## config.mk

```make
export PLATFORM = sky130hd
export DESIGN_NAME = dlm_top
export DESIGN_NICKNAME = d
export VERILOG_FILES = /design/src/inc/dlm_pkg.sv /design/src/hw/dlm_top.sv
export SDC_FILE = /design/constraint.sdc
export NUM_CORES = 1
export LEC_CHECK = 0
export BUFFER_PORTS_ARGS = -buffer_cell sky130_fd_sc_hd__buf_2
export CORE_MARGIN = 2
export CORE_UTILIZATION = 51
export DETAILED_ROUTE_END_ITERATION = 8
export PLACE_DENSITY_LB_ADDON = 0.12
export SLEW_MARGIN = 5
export SYNTH_ARGS = -nofsm -noshare
export SYNTH_HDL_FRONTEND = slang
export SYNTH_SLANG_ARGS = --single-unit
```

## constraint.sdc

```tcl
create_clock -name clk_sys -period 6 [get_ports clk_sys]
set_clock_uncertainty 0.05 [all_clocks]
set_input_delay 0.9 -clock clk_sys [delete_from_list [all_inputs] [get_ports clk_sys]]
set_output_delay 0.9 -clock clk_sys [all_outputs]
set_load 0.03 [all_outputs]
```

## src/inc/dlm_pkg.sv

```systemverilog
// package for the delay-locked loop lock status monitor
package dlm_pkg;

  localparam int DATA_W  = 32;
  localparam int ADDR_W  = 12;
  localparam int REG_W   = 16;
  localparam int TAP_W   = 6;

  // printed offsets are register indices; byte address is four times the index
  localparam logic [ADDR_W-1:0] IDX_CONFIG      = 12'h0E8;
  localparam logic [ADDR_W-1:0] IDX_CTRL_STATUS = 12'h0EB;
  localparam logic [ADDR_W-1:0] IDX_SREF_CONFIG = 12'h0E0;
  localparam logic [ADDR_W-1:0] IDX_SREF_STATUS = 12'h0E3;
  localparam logic [ADDR_W-1:0] IDX_IRQ_MASK    = 12'h0EC;
  localparam logic [ADDR_W-1:0] IDX_SW_RESET    = 12'h0ED;

  // configuration fields
  localparam int CFG_HOLD_BIT = 0;
  localparam int CFG_IRQ_BIT  = 2;
  localparam logic [REG_W-1:0] CFG_WR_MASK = 16'h0037;
  localparam logic [REG_W-1:0] CFG_RESET   = 16'h0000;

  // status fields
  localparam int ST_ACQ_BIT   = 0;
  localparam int ST_MOVE_BIT  = 1;
  localparam int ST_FAULT_BIT = 2;
  localparam int ST_TEV_BIT   = 4;
  localparam int ST_FEV_BIT   = 5;
  localparam int ST_REF_BIT   = 6;
  localparam int ST_CLK_BIT   = 7;
  localparam logic [REG_W-1:0] EVT_MASK = 16'h00F0;

  localparam int SWRST_BIT = 0;

  // tap_moved lasts this many monitored-clock cycles
  localparam logic [3:0] MOVE_CYCLES = 4'h8;
  localparam logic [TAP_W-1:0] TAP_MAX = 6'h3F;
  localparam logic [TAP_W-1:0] TAP_MID = 6'h20;

  typedef struct packed {
    logic psel;
    logic penable;
    logic pwrite;
    logic [ADDR_W-1:0] paddr;
    logic [DATA_W-1:0] pwdata;
  } dlm_apb_req_t;

  typedef struct packed {
    logic lead;   // move tap later
    logic lag;    // move tap earlier
    logic zero;   // zero phase offset
  } dlm_pd_t;

  typedef enum logic [1:0] { MON_SEARCH, MON_TRACK, MON_FROZEN } dlm_state_t;

endpackage

```

## src/hw/dlm_top.sv

```systemverilog
// delay-locked loop lock status monitor with apb registers
module dlm_top
  import dlm_pkg::*;
(
  input  wire logic                     clk_sys,
  input  wire logic                     rst_b,
  input  wire logic                     psel,
  input  wire logic                     penable,
  input  wire logic                     pwrite,
  input  wire logic [dlm_pkg::ADDR_W+1:0] paddr,
  input  wire logic [dlm_pkg::DATA_W-1:0] pwdata,
  output logic      [dlm_pkg::DATA_W-1:0] prdata,
  output logic                          pready,
  output logic                          pslverr,
  input  wire logic                     core_clock_in,
  input  wire logic                     serial_ref_clock_in,
  input  wire logic                     ref_clk_core,
  input  wire logic                     ref_clk_serial,
  input  wire dlm_pkg::dlm_pd_t         pd_core,
  input  wire dlm_pkg::dlm_pd_t         pd_serial,
  input  wire logic                     serial_ref_77m,
  input  wire logic                     force_bypass,
  input  wire logic                     vernier_select,
  output logic      [dlm_pkg::TAP_W-1:0] tap_core,
  output logic      [dlm_pkg::TAP_W-1:0] tap_serial,
  output logic                          irq
);
  import dlm_pkg::*;

  logic rstMeta_q, rstSync_q;
  always_ff @(posedge clk_sys or negedge rst_b) begin
    if (!rst_b) begin
      rstMeta_q <= 1'b0;
      rstSync_q <= 1'b0;
    end else begin
      rstMeta_q <= 1'b1;
      rstSync_q <= rstMeta_q;
    end
  end

  dlm_apb_req_t req;
  assign req = '{psel, penable, pwrite, paddr[ADDR_W+1:2], pwdata};

  // one-wait-free slave: every access completes in its first access cycle
  assign pready  = 1'b1;
  logic access, setup;
  assign access  = req.psel & req.penable;
  // read data is loaded in the setup cycle so that it can leave a flop
  assign setup   = req.psel & ~req.penable;

  function automatic logic hit(input logic [ADDR_W-1:0] a, input logic [ADDR_W-1:0] idx);
    hit = (a == idx);
  endfunction

  logic wrCfgC, wrCfgS, wrMask, wrSwr, rdStC, rdStS, mapped;
  assign wrCfgC = access & req.pwrite & hit(req.paddr, IDX_CONFIG);
  assign wrCfgS = access & req.pwrite & hit(req.paddr, IDX_SREF_CONFIG);
  assign wrMask = access & req.pwrite & hit(req.paddr, IDX_IRQ_MASK);
  assign wrSwr  = access & req.pwrite & hit(req.paddr, IDX_SW_RESET);
  // read clear rides the load edge; an event latched on that edge survives
  assign rdStC  = setup & ~req.pwrite & hit(req.paddr, IDX_CTRL_STATUS);
  assign rdStS  = setup & ~req.pwrite & hit(req.paddr, IDX_SREF_STATUS);
  assign mapped = hit(req.paddr, IDX_CONFIG) | hit(req.paddr, IDX_SREF_CONFIG)
                | hit(req.paddr, IDX_CTRL_STATUS) | hit(req.paddr, IDX_SREF_STATUS)
                | hit(req.paddr, IDX_IRQ_MASK) | hit(req.paddr, IDX_SW_RESET);
  assign pslverr = access & ~mapped;

  // configuration registers; reserved bits outside CFG_WR_MASK stored as zero
  logic [REG_W-1:0] cfgCore_q, cfgSref_q;
  logic [1:0]       irqMask_q;
  logic             swReset_q;
  always_ff @(posedge clk_sys or negedge rstSync_q) begin
    if (!rstSync_q) begin
      cfgCore_q <= CFG_RESET;
    end else if (wrCfgC) begin
      cfgCore_q <= pwdata[REG_W-1:0] & CFG_WR_MASK;
    end
  end

  always_ff @(posedge clk_sys or negedge rstSync_q) begin
    if (!rstSync_q) begin
      cfgSref_q <= CFG_RESET;
    end else if (wrCfgS) begin
      cfgSref_q <= pwdata[REG_W-1:0] & CFG_WR_MASK;
    end
  end

  // every source unmasked out of reset
  always_ff @(posedge clk_sys or negedge rstSync_q) begin
    if (!rstSync_q) begin
      irqMask_q <= '1;
    end else if (wrMask) begin
      irqMask_q <= pwdata[$bits(irqMask_q)-1:0];
    end
  end

  // one-cycle pulse per write of the reset bit
  always_ff @(posedge clk_sys or negedge rstSync_q) begin
    if (!rstSync_q) begin
      swReset_q <= 1'b0;
    end else begin
      swReset_q <= wrSwr & pwdata[SWRST_BIT];
    end
  end

  logic [REG_W-1:0] statC, statS;
  logic             irqC, irqS;

  dlm_monitor u_core (
    .clk_sys     (clk_sys),
    .rstSync_q   (rstSync_q),
    .swReset     (swReset_q),
    .enable      (1'b1),
    .monClk      (core_clock_in),
    .refClk      (ref_clk_core),
    .pd          (pd_core),
    .hold        (cfgCore_q[CFG_HOLD_BIT]),
    .irqEn       (cfgCore_q[CFG_IRQ_BIT]),
    .bypass      (force_bypass | vernier_select),
    .readClr     (rdStC),
    .tap         (tap_core),
    .status      (statC),
    .irqReq      (irqC)
  );

  // serial monitor only runs when its input is the 77.76 MHz clock
  dlm_monitor u_serial (
    .clk_sys     (clk_sys),
    .rstSync_q   (rstSync_q),
    .swReset     (swReset_q),
    .enable      (serial_ref_77m),
    .monClk      (serial_ref_clock_in),
    .refClk      (ref_clk_serial),
    .pd          (pd_serial),
    .hold        (cfgSref_q[CFG_HOLD_BIT]),
    .irqEn       (cfgSref_q[CFG_IRQ_BIT]),
    .bypass      (force_bypass | vernier_select),
    .readClr     (rdStS),
    .tap         (tap_serial),
    .status      (statS),
    .irqReq      (irqS)
  );

  always_ff @(posedge clk_sys or negedge rstSync_q) begin
    if (!rstSync_q) begin
      irq <= 1'b0;
    end else begin
      irq <= (irqC & irqMask_q[0]) | (irqS & irqMask_q[1]);
    end
  end

  logic [DATA_W-1:0] rdMux;
  always_comb begin
    rdMux = '0;
    unique case (1'b1)
      hit(req.paddr, IDX_CONFIG):      rdMux[REG_W-1:0] = cfgCore_q;
      hit(req.paddr, IDX_SREF_CONFIG): rdMux[REG_W-1:0] = cfgSref_q;
      hit(req.paddr, IDX_CTRL_STATUS): rdMux[REG_W-1:0] = statC;
      hit(req.paddr, IDX_SREF_STATUS): rdMux[REG_W-1:0] = statS;
      hit(req.paddr, IDX_IRQ_MASK):    rdMux[$bits(irqMask_q)-1:0] = irqMask_q;
      default:                         rdMux = '0;
    endcase
  end

  // loaded in every setup cycle, so it stands unchanged through the access
  // cycle; an unmapped setup loads zero
  always_ff @(posedge clk_sys or negedge rstSync_q) begin
    if (!rstSync_q) begin
      prdata <= '0;
    end else if (setup) begin
      prdata <= rdMux;
    end
  end
endmodule

// one loop: tap control, status flags and read-to-clear events
module dlm_monitor
  import dlm_pkg::*;
(
  input  wire logic                     clk_sys,
  input  wire logic                     rstSync_q,
  input  wire logic                     swReset,
  input  wire logic                     enable,
  input  wire logic                     monClk,
  input  wire logic                     refClk,
  input  wire dlm_pkg::dlm_pd_t         pd,
  input  wire logic                     hold,
  input  wire logic                     irqEn,
  input  wire logic                     bypass,
  input  wire logic                     readClr,
  output logic      [dlm_pkg::TAP_W-1:0] tap,
  output logic      [dlm_pkg::REG_W-1:0] status,
  output logic                          irqReq
);
  import dlm_pkg::*;

  // edges of the sampled clock pins
  logic monPrev_q, refPrev_q;
  logic monRise, refRise;
  // history resets low, the idle level of both pins, so no false edge
  always_ff @(posedge clk_sys or negedge rstSync_q) begin
    if (!rstSync_q) begin
      monPrev_q <= 1'b0;
    end else begin
      monPrev_q <= monClk;
    end
  end

  always_ff @(posedge clk_sys or negedge rstSync_q) begin
    if (!rstSync_q) begin
      refPrev_q <= 1'b0;
    end else begin
      refPrev_q <= refClk;
    end
  end
  assign monRise = monClk & ~monPrev_q & enable;
  assign refRise = refClk & ~refPrev_q & enable;

  dlm_state_t state_q;
  logic [TAP_W-1:0] tap_q;
  logic lockSeen_q, fault_q;
  logic stepUp, stepDn, overrun, moved;
  logic frozen;

  assign frozen  = (state_q == MON_FROZEN);
  assign stepUp  = enable & ~frozen & pd.lead & ~pd.zero;
  assign stepDn  = enable & ~frozen & pd.lag & ~pd.zero & ~pd.lead;
  assign overrun = (stepUp & (tap_q == TAP_MAX)) | (stepDn & (tap_q == '0));
  assign moved   = (stepUp | stepDn) & ~overrun;

  // a step at either end of the line is refused, so the tap never wraps
  always_ff @(posedge clk_sys or negedge rstSync_q) begin
    if (!rstSync_q) begin
      tap_q <= TAP_MID;
    end else if (swReset) begin
      tap_q <= TAP_MID;
    end else if (stepUp & moved) begin
      tap_q <= tap_q + 1'b1;
    end else if (stepDn & moved) begin
      tap_q <= tap_q - 1'b1;
    end
  end

  always_ff @(posedge clk_sys or negedge rstSync_q) begin
    if (!rstSync_q) begin
      state_q <= MON_SEARCH;
    end else if (swReset) begin
      state_q <= MON_SEARCH;
    end else begin
      unique case (state_q)
        MON_SEARCH: if (enable & pd.zero) state_q <= hold ? MON_FROZEN : MON_TRACK;
        MON_TRACK:  if (hold & pd.zero) state_q <= MON_FROZEN;
        MON_FROZEN: if (!hold) state_q <= MON_TRACK;
      endcase
    end
  end
  assign tap = tap_q;

  // acquired flag, only resets clear it
  always_ff @(posedge clk_sys or negedge rstSync_q) begin
    if (!rstSync_q) begin
      lockSeen_q <= 1'b0;
    end else if (swReset) begin
      lockSeen_q <= 1'b0;
    end else if (enable & pd.zero) begin
      lockSeen_q <= 1'b1;
    end
  end

  always_ff @(posedge clk_sys or negedge rstSync_q) begin
    if (!rstSync_q) begin
      fault_q <= 1'b0;
    end else if (swReset | bypass) begin
      fault_q <= 1'b0;
    end else if (overrun) begin
      fault_q <= 1'b1;
    end else if (enable & pd.zero) begin
      fault_q <= 1'b0;
    end
  end

  // pulse counted in monitored-clock edges, since that clock may be slow
  logic [3:0] moveCnt_q;
  logic       moveOut;
  always_ff @(posedge clk_sys or negedge rstSync_q) begin
    if (!rstSync_q) begin
      moveCnt_q <= '0;
    end else if (swReset) begin
      moveCnt_q <= '0;
    end else if (moved) begin
      moveCnt_q <= MOVE_CYCLES;
    end else if (monRise && moveCnt_q != '0) begin
      moveCnt_q <= moveCnt_q - 1'b1;
    end
  end
  assign moveOut = (moveCnt_q != '0);

  logic acquired, faultOut, movePrev_q, faultPrev_q;
  assign acquired = lockSeen_q | bypass;
  assign faultOut = fault_q & ~bypass;

  // event latches; a new event in the read cycle survives the clear
  logic tapEv_q, faultEv_q, refEv_q, clkEv_q;
  always_ff @(posedge clk_sys or negedge rstSync_q) begin
    if (!rstSync_q) begin
      movePrev_q  <= 1'b0;
      faultPrev_q <= 1'b0;
    end else begin
      movePrev_q  <= moveOut;
      faultPrev_q <= faultOut;
    end
  end

  always_ff @(posedge clk_sys or negedge rstSync_q) begin
    if (!rstSync_q) begin
      tapEv_q <= 1'b0;
    end else begin
      tapEv_q <= (moveOut & ~movePrev_q) | (tapEv_q & ~readClr);
    end
  end

  always_ff @(posedge clk_sys or negedge rstSync_q) begin
    if (!rstSync_q) begin
      faultEv_q <= 1'b0;
    end else begin
      faultEv_q <= (faultOut & ~faultPrev_q) | (faultEv_q & ~readClr);
    end
  end

  always_ff @(posedge clk_sys or negedge rstSync_q) begin
    if (!rstSync_q) begin
      refEv_q <= 1'b0;
    end else begin
      refEv_q <= refRise | (refEv_q & ~readClr);
    end
  end

  always_ff @(posedge clk_sys or negedge rstSync_q) begin
    if (!rstSync_q) begin
      clkEv_q <= 1'b0;
    end else begin
      clkEv_q <= monRise | (clkEv_q & ~readClr);
    end
  end

  assign irqReq = faultEv_q & irqEn;

  always_comb begin
    status = '0;
    status[ST_ACQ_BIT]   = acquired;
    status[ST_MOVE_BIT]  = moveOut;
    status[ST_FAULT_BIT] = faultOut;
    status[ST_TEV_BIT]   = tapEv_q;
    status[ST_FEV_BIT]   = faultEv_q;
    status[ST_REF_BIT]   = refEv_q;
    status[ST_CLK_BIT]   = clkEv_q;
  end
endmodule

```

# Word level (Yosys, flattened, before mapping)
# Cells that the tools add are included.
[word_totals]
out_inout_bits = 47
input_bits = 64
reg_bits = 76
word_cells = 216
[op_classes]
bitwise = 104
addsub = 6
reduce_logical = 18
eq_ne = 18
mux = 36
[op_table]
columns = ["op", "n"]
rows = [
  ["12-bit by 8-bit == test with 1-bit output, second input constant", 6],
  ["1-bit AND", 60],
  ["6-bit 2-to-1 mux", 6],
  ["4-bit 2-to-1 mux", 6],
  ["6-bit case mux with 4 select lines", 1],
  ["1-bit NOT", 22],
  ["1-bit OR", 22],
  ["2-bit 2-to-1 mux", 10],
  ["3-bit nonzero test", 6],
  ["6-bit by 1-bit adder with 6-bit output, second input constant", 2],
  ["6-bit == test, second input constant", 2],
  ["6-bit logical NOT", 2],
  ["2-bit case mux with 3 select lines", 2],
  ["6-bit by 1-bit subtractor with 6-bit output, second input constant", 2],
  ["1-bit 2-to-1 mux", 10],
  ["2-bit case mux with 5 select lines", 1],
  ["3-bit by 2-bit != test with 1-bit output, second input constant", 3],
  ["3-bit != test, second input constant", 3],
  ["4-bit nonzero test", 2],
  ["4-bit by 1-bit subtractor with 4-bit output, second input constant", 2],
  ["3-bit AND reduction", 2],
  ["2-bit by 1-bit == test with 1-bit output, second input constant", 2],
  ["2-bit == test, second input constant", 2],
  ["2-bit logical NOT", 2],
  ["2 further kinds", 4],
]

# Logic depth before layout (Yosys ltp)
[logic_depth]
depth_word = 14
ltp_mapped = 12
depth_no_buf = 12

# By module
# From an unflattened synthesis, not the netlist that was laid out.
[unflattened]
hier_cells = 473
hier_area_um2 = 4643.2
[modules_own_cells]
columns = ["module", "seq_area_each_um2", "area_per_inst_um2", "cells_per_inst", "n_inst"]
rows = [
  ["dlm_top", 803.3, 1840.5, 174, 1],
  ["dlm_monitor (u_core)", 551.8, 1403.8, 150, 1],
  ["dlm_monitor (u_serial)", 551.8, 1398.8, 149, 1],
]

# Worst setup path after synthesis
# Ideal clock, no wire load.
[synth_timing]
kind = "input port to flip-flop"
startpoint = "input pd_core[1] (netlist name)"
endpoint = "register u_core.tap_q[5] (netlist: u_core.tap[5])"
path_slack_ns = 2.825
required_time_ns = 5.875
path_buffers = 0
t_arrival_ns = 3.050
path_stages = 9
setup_ns = 0.075
cell_sequence = "or2b_2 > or4_4 > nand4_1 > ha_1 > a211oi_1 > o21bai_1 > a21oi_1 > mux2i_1 > mux2i_1"
[synth_between]
elab_chain_cells = 10
word_cells_on_any_way = 13
classes_between = "mux (2); bitwise (10); reduce/logical (1)"
[synth_rtl]
columns = ["element", "line", "source"]
rows = [
  ["start, declared", "dlm_top.sv:19", "input wire dlm_pkg::dlm_pd_t pd_core,"],
  ["1-bit AND (*) (3 in a row)", "dlm_top.sv:227", "assign stepDn = enable & ~frozen & pd.lag & ~pd.zero & ~pd.lead;"],
  ["1-bit AND", "dlm_top.sv:228", "assign overrun = (stepUp & (tap_q == TAP_MAX)) | (stepDn & (tap_q == '0));"],
  ["1-bit OR", "dlm_top.sv:228", ""],
  ["1-bit NOT", "dlm_top.sv:229", "assign moved = (stepUp | stepDn) & ~overrun;"],
  ["1-bit AND", "dlm_top.sv:229", ""],
  ["1-bit AND", "dlm_top.sv:237", "end else if (stepUp & moved) begin"],
  ["6-bit 2-to-1 mux", "dlm_top.sv:237", ""],
  ["6-bit 2-to-1 mux", "dlm_top.sv:235", "end else if (swReset) begin"],
  ["end signal, assigned", "dlm_top.sv:238", "tap_q <= tap_q + 1'b1;"],
  ["end signal, assigned", "dlm_top.sv:240", "tap_q <= tap_q - 1'b1;"],
  ["end, declared", "dlm_top.sv:220", "logic [TAP_W-1:0] tap_q;"],
]
# Every way passes the cells marked *; elsewhere a longest branch is shown, timed or not.
# A chain may end at the register's enable or synchronous reset.

# Final worst setup path
[layout_timing]
startpoint = "register u_core.tap_q[0] (netlist: u_core.tap[0])"
endpoint = "register u_core.tap_q[5] (netlist: u_core.tap[5])"
[layout_between]
elab_chain_cells = 8
word_cells_on_any_way = 15
classes_between = "add/sub (2); eq/ne (1); mux (3); bitwise (7); reduce/logical (2)"
[layout_rtl]
columns = ["element", "line"]
rows = [
  ["6-bit == test or 6-bit logical NOT (tied branches)", "dlm_top.sv:228"],
  ["1-bit AND", "dlm_top.sv:228"],
  ["1-bit OR", "dlm_top.sv:228"],
  ["1-bit NOT", "dlm_top.sv:229"],
  ["1-bit AND", "dlm_top.sv:229"],
  ["1-bit AND", "dlm_top.sv:237"],
  ["6-bit 2-to-1 mux", "dlm_top.sv:237"],
  ["6-bit 2-to-1 mux", "dlm_top.sv:235"],
]
# Parallel ways exist; a longest one is shown, timed or not. The select of a mux whose other input is x is not followed.

==> metrics.txt <==
Critical Path Fanout Max=7; Synth Cell Area=between 3000 and 4000 µm²; clock transition at the registers of the reported paths=roughly 0.080 ns; # nets final=519; Fillers=657; 1st-pass router iterations=4; Final Cycle Share=a little under three fifths; diode count=0; worst-skew pair later-pin latency=approximately 0.35 ns; H-tree depth=3; Post-synth EDFFs=0; Worst Hold Class=flop to asynchronous set/reset pin; CTS tree=built; top cells by area, synth=dfrtp_1 41%, ha_1 5.9%, buf_4 5.1%; ys flop type=dfrtp_1; Clk Tree Root Cell=clkbuf_8; RSZ-0062 raised after global routing=false; Setup Viol. Count Final=0; top-area cell type share of the netlist area=41.3%; min cycle time layout=approximately 3.3 ns; Initial Utilization=52.7%; routed len/inst=14.9 µm; commonest non-fill, non-tap cell in the layout=dfrtp_1; f_max=301 MHz; clk buf depth=2; leakage=about 0.0020 µW; setup tns final=0 ns; Seq. cell area=1680 µm²; Area Overhead vs Synth=12.8%; Power per Cell Area=a little over 400 nW/µm²; Critical Path End Type=flop; Core Area=~7300 µm²; Worst Tran Pin Value=1.06 ns; Final HPWL DP=5920 µm; max cap viols=0; Post-route DRC=0; multi-input logic area=about 1900 µm²; row cnt=31; total grt overflow=0; most frequent cells in the layout=62 x dfrtp_1, 55 x buf_2, 32 x nand2_1, 28 x nor2_1, 27 x conb_1; Fin. Hold Viols=0; setup ws final=2.67 ns; largest net degree at the start of global routing=between 40 and 50; drt total wl=8040 µm; total number of vias=2887; r2r setup slk=2.67 ns; pre-CTS setup slack=2.47 ns; CP required=a little over 6 ns; outcome=finished, final reports clean; die height=approximately 91 µm; Overall Global Routing Usage=21.2%; gpl congestion=roughly 0.8; max-slew violation count=0; type of origin of the critical path=flop; DIE AREA=8200 µm²; number of primary I/O pins=111; arrival time at the worst endpoint=3.56 ns; Worst VDD drop=0.227 mV; Syn Inst Count=378; Synth Register Bits=67; CTS buffer count=9; initial antenna violation count=0; critical path type=flop to flop; layout cells sized above 1=between 20% and 30%; Post-Syn Area per Cell=roughly 10 µm²; Synth cell types=62; CTS Hold Bufs=0; Max-slew headroom=29.0%; register area share after synthesis=44.0%; synth warn=0; Initial DRC Count=101; Post-CTS Setup Repair Bufs=0; post-synthesis cell type with the largest combined area=dfrtp_1; DR vias/cell=roughly 5.4; Final ANT Viol Nets=0; Die X=a little over 90 µm; count of buffers from port buffering=55; clk sinks=67; global-route wire length before repair=13900 µm; ys async rst share=100%; final core utilization=59.4%; vias in the first global route=2882; CTS resizes=0
-- final cells by class --
cell class	instances	share of cell area [%]
Sequential cell	67	39.0
Clock inverter	6	2.06
Tap cell	99	2.87
Timing Repair Buffer	56	6.56
Inverter	23	2.00
Clock buffer	10	3.19
Multi-Input combinational cell	278	44.3
-- registers in the layout (all words and copies together), names as in the netlist, 2 cells and up --
signal              count
prdata                  7
u_core.moveCnt_q        4
u_core.state_q          2
u_serial.moveCnt_q      4
u_serial.state_q        2
u_serial.tap            6
cfgCore_q               5
cfgSref_q               5
u_core.tap              6
irqMask_q               2
-- path summary, 6_finish.rpt --
check / from / to / cells after the start
min: rstSync_q / u_serial.tap[3] / 0
max: u_core.tap[0] / u_core.tap[5] / 9
max in group asynchronous: rstSync_q / cfgSref_q[1] / 1
max reg2reg: u_core.tap[0] / u_core.tap[5] / 9
min reg2reg: rstSync_q / u_serial.tap[3] / 0
min in group clk_sys: rstMeta_q / rstSync_q / 0
-- kinds of logic (layout without fill, tap and decap cells) --
logic type	Yosys count	after routing	share of synthesized area, %
XOR/XNOR	11	11	2.52
AO/OA/AOI/OAI	73	73	12.9
multiplexers	25	25	7.01
buffers and inverters	58	95	8.51
adder cells (fa/ha/maj)	20	20	6.94
AND/OR/NAND/NOR	122	122	17.9
flip-flops	67	67	44.0
other	2	27	0.197
-- critical path, cell delays in order (launching register included) --
cell	delay [ns]
dfrtp_1	0.47
or4_1	0.55
or4_4	0.53
nand4_1	0.27
ha_1	0.31
a211oi_1	0.32
o21bai_1	0.12
a21oi_1	0.20
mux2i_1	0.23
mux2i_1	0.21
-- power breakdown --
part           total, µW  switching [µW]  internal, µW
combinational        688             396           291
clock                426             181           245
sequential           644            99.3           545
total               1760             677          1080
-- stage by stage --
step	area, µm²	power, µW	instances	hold slack (ns)
2_1_floorplan	3920	1190	403	0.281
3_3_place_gp	4080	1310	523	0.202
3_5_place_dp	4080	1340	523	0.211
4_1_cts	4310	1780	539	0.213
5_1_grt	4310	1900	539	0.231
6_report	4310	1760	539	0.191
-- cells in the mapped netlist (5+ instances only) --
cell type,count
a21oi_1,18
a211oi_1,7
mux2_2,14
mux2i_1,11
nor2b_1,5
nand2_1,32
clkbuf_1,6
nor3_1,9
nor2_1,28
a22oi_1,5
o21ai_0,16
a21o_1,5
xnor2_1,9
dfrtp_1,63
nand3_1,8
inv_1,23
ha_1,18
buf_4,26
-- routing by layer --
| layer | global-route usage, % | wire length, µm | vias to the layer above |
|---|---|---|---|
| met5 | 0 | 0 | - |
| met4 | 6.92 | 108 | 0 |
| met3 | 4.67 | 369 | 10 |
| met2 | 33.1 | 3690 | 75 |
| met1 | 29.6 | 3870 | 1405 |
| li1 | - | - | 1397 |
Note: power is estimated with default switching activity, not from simulation.
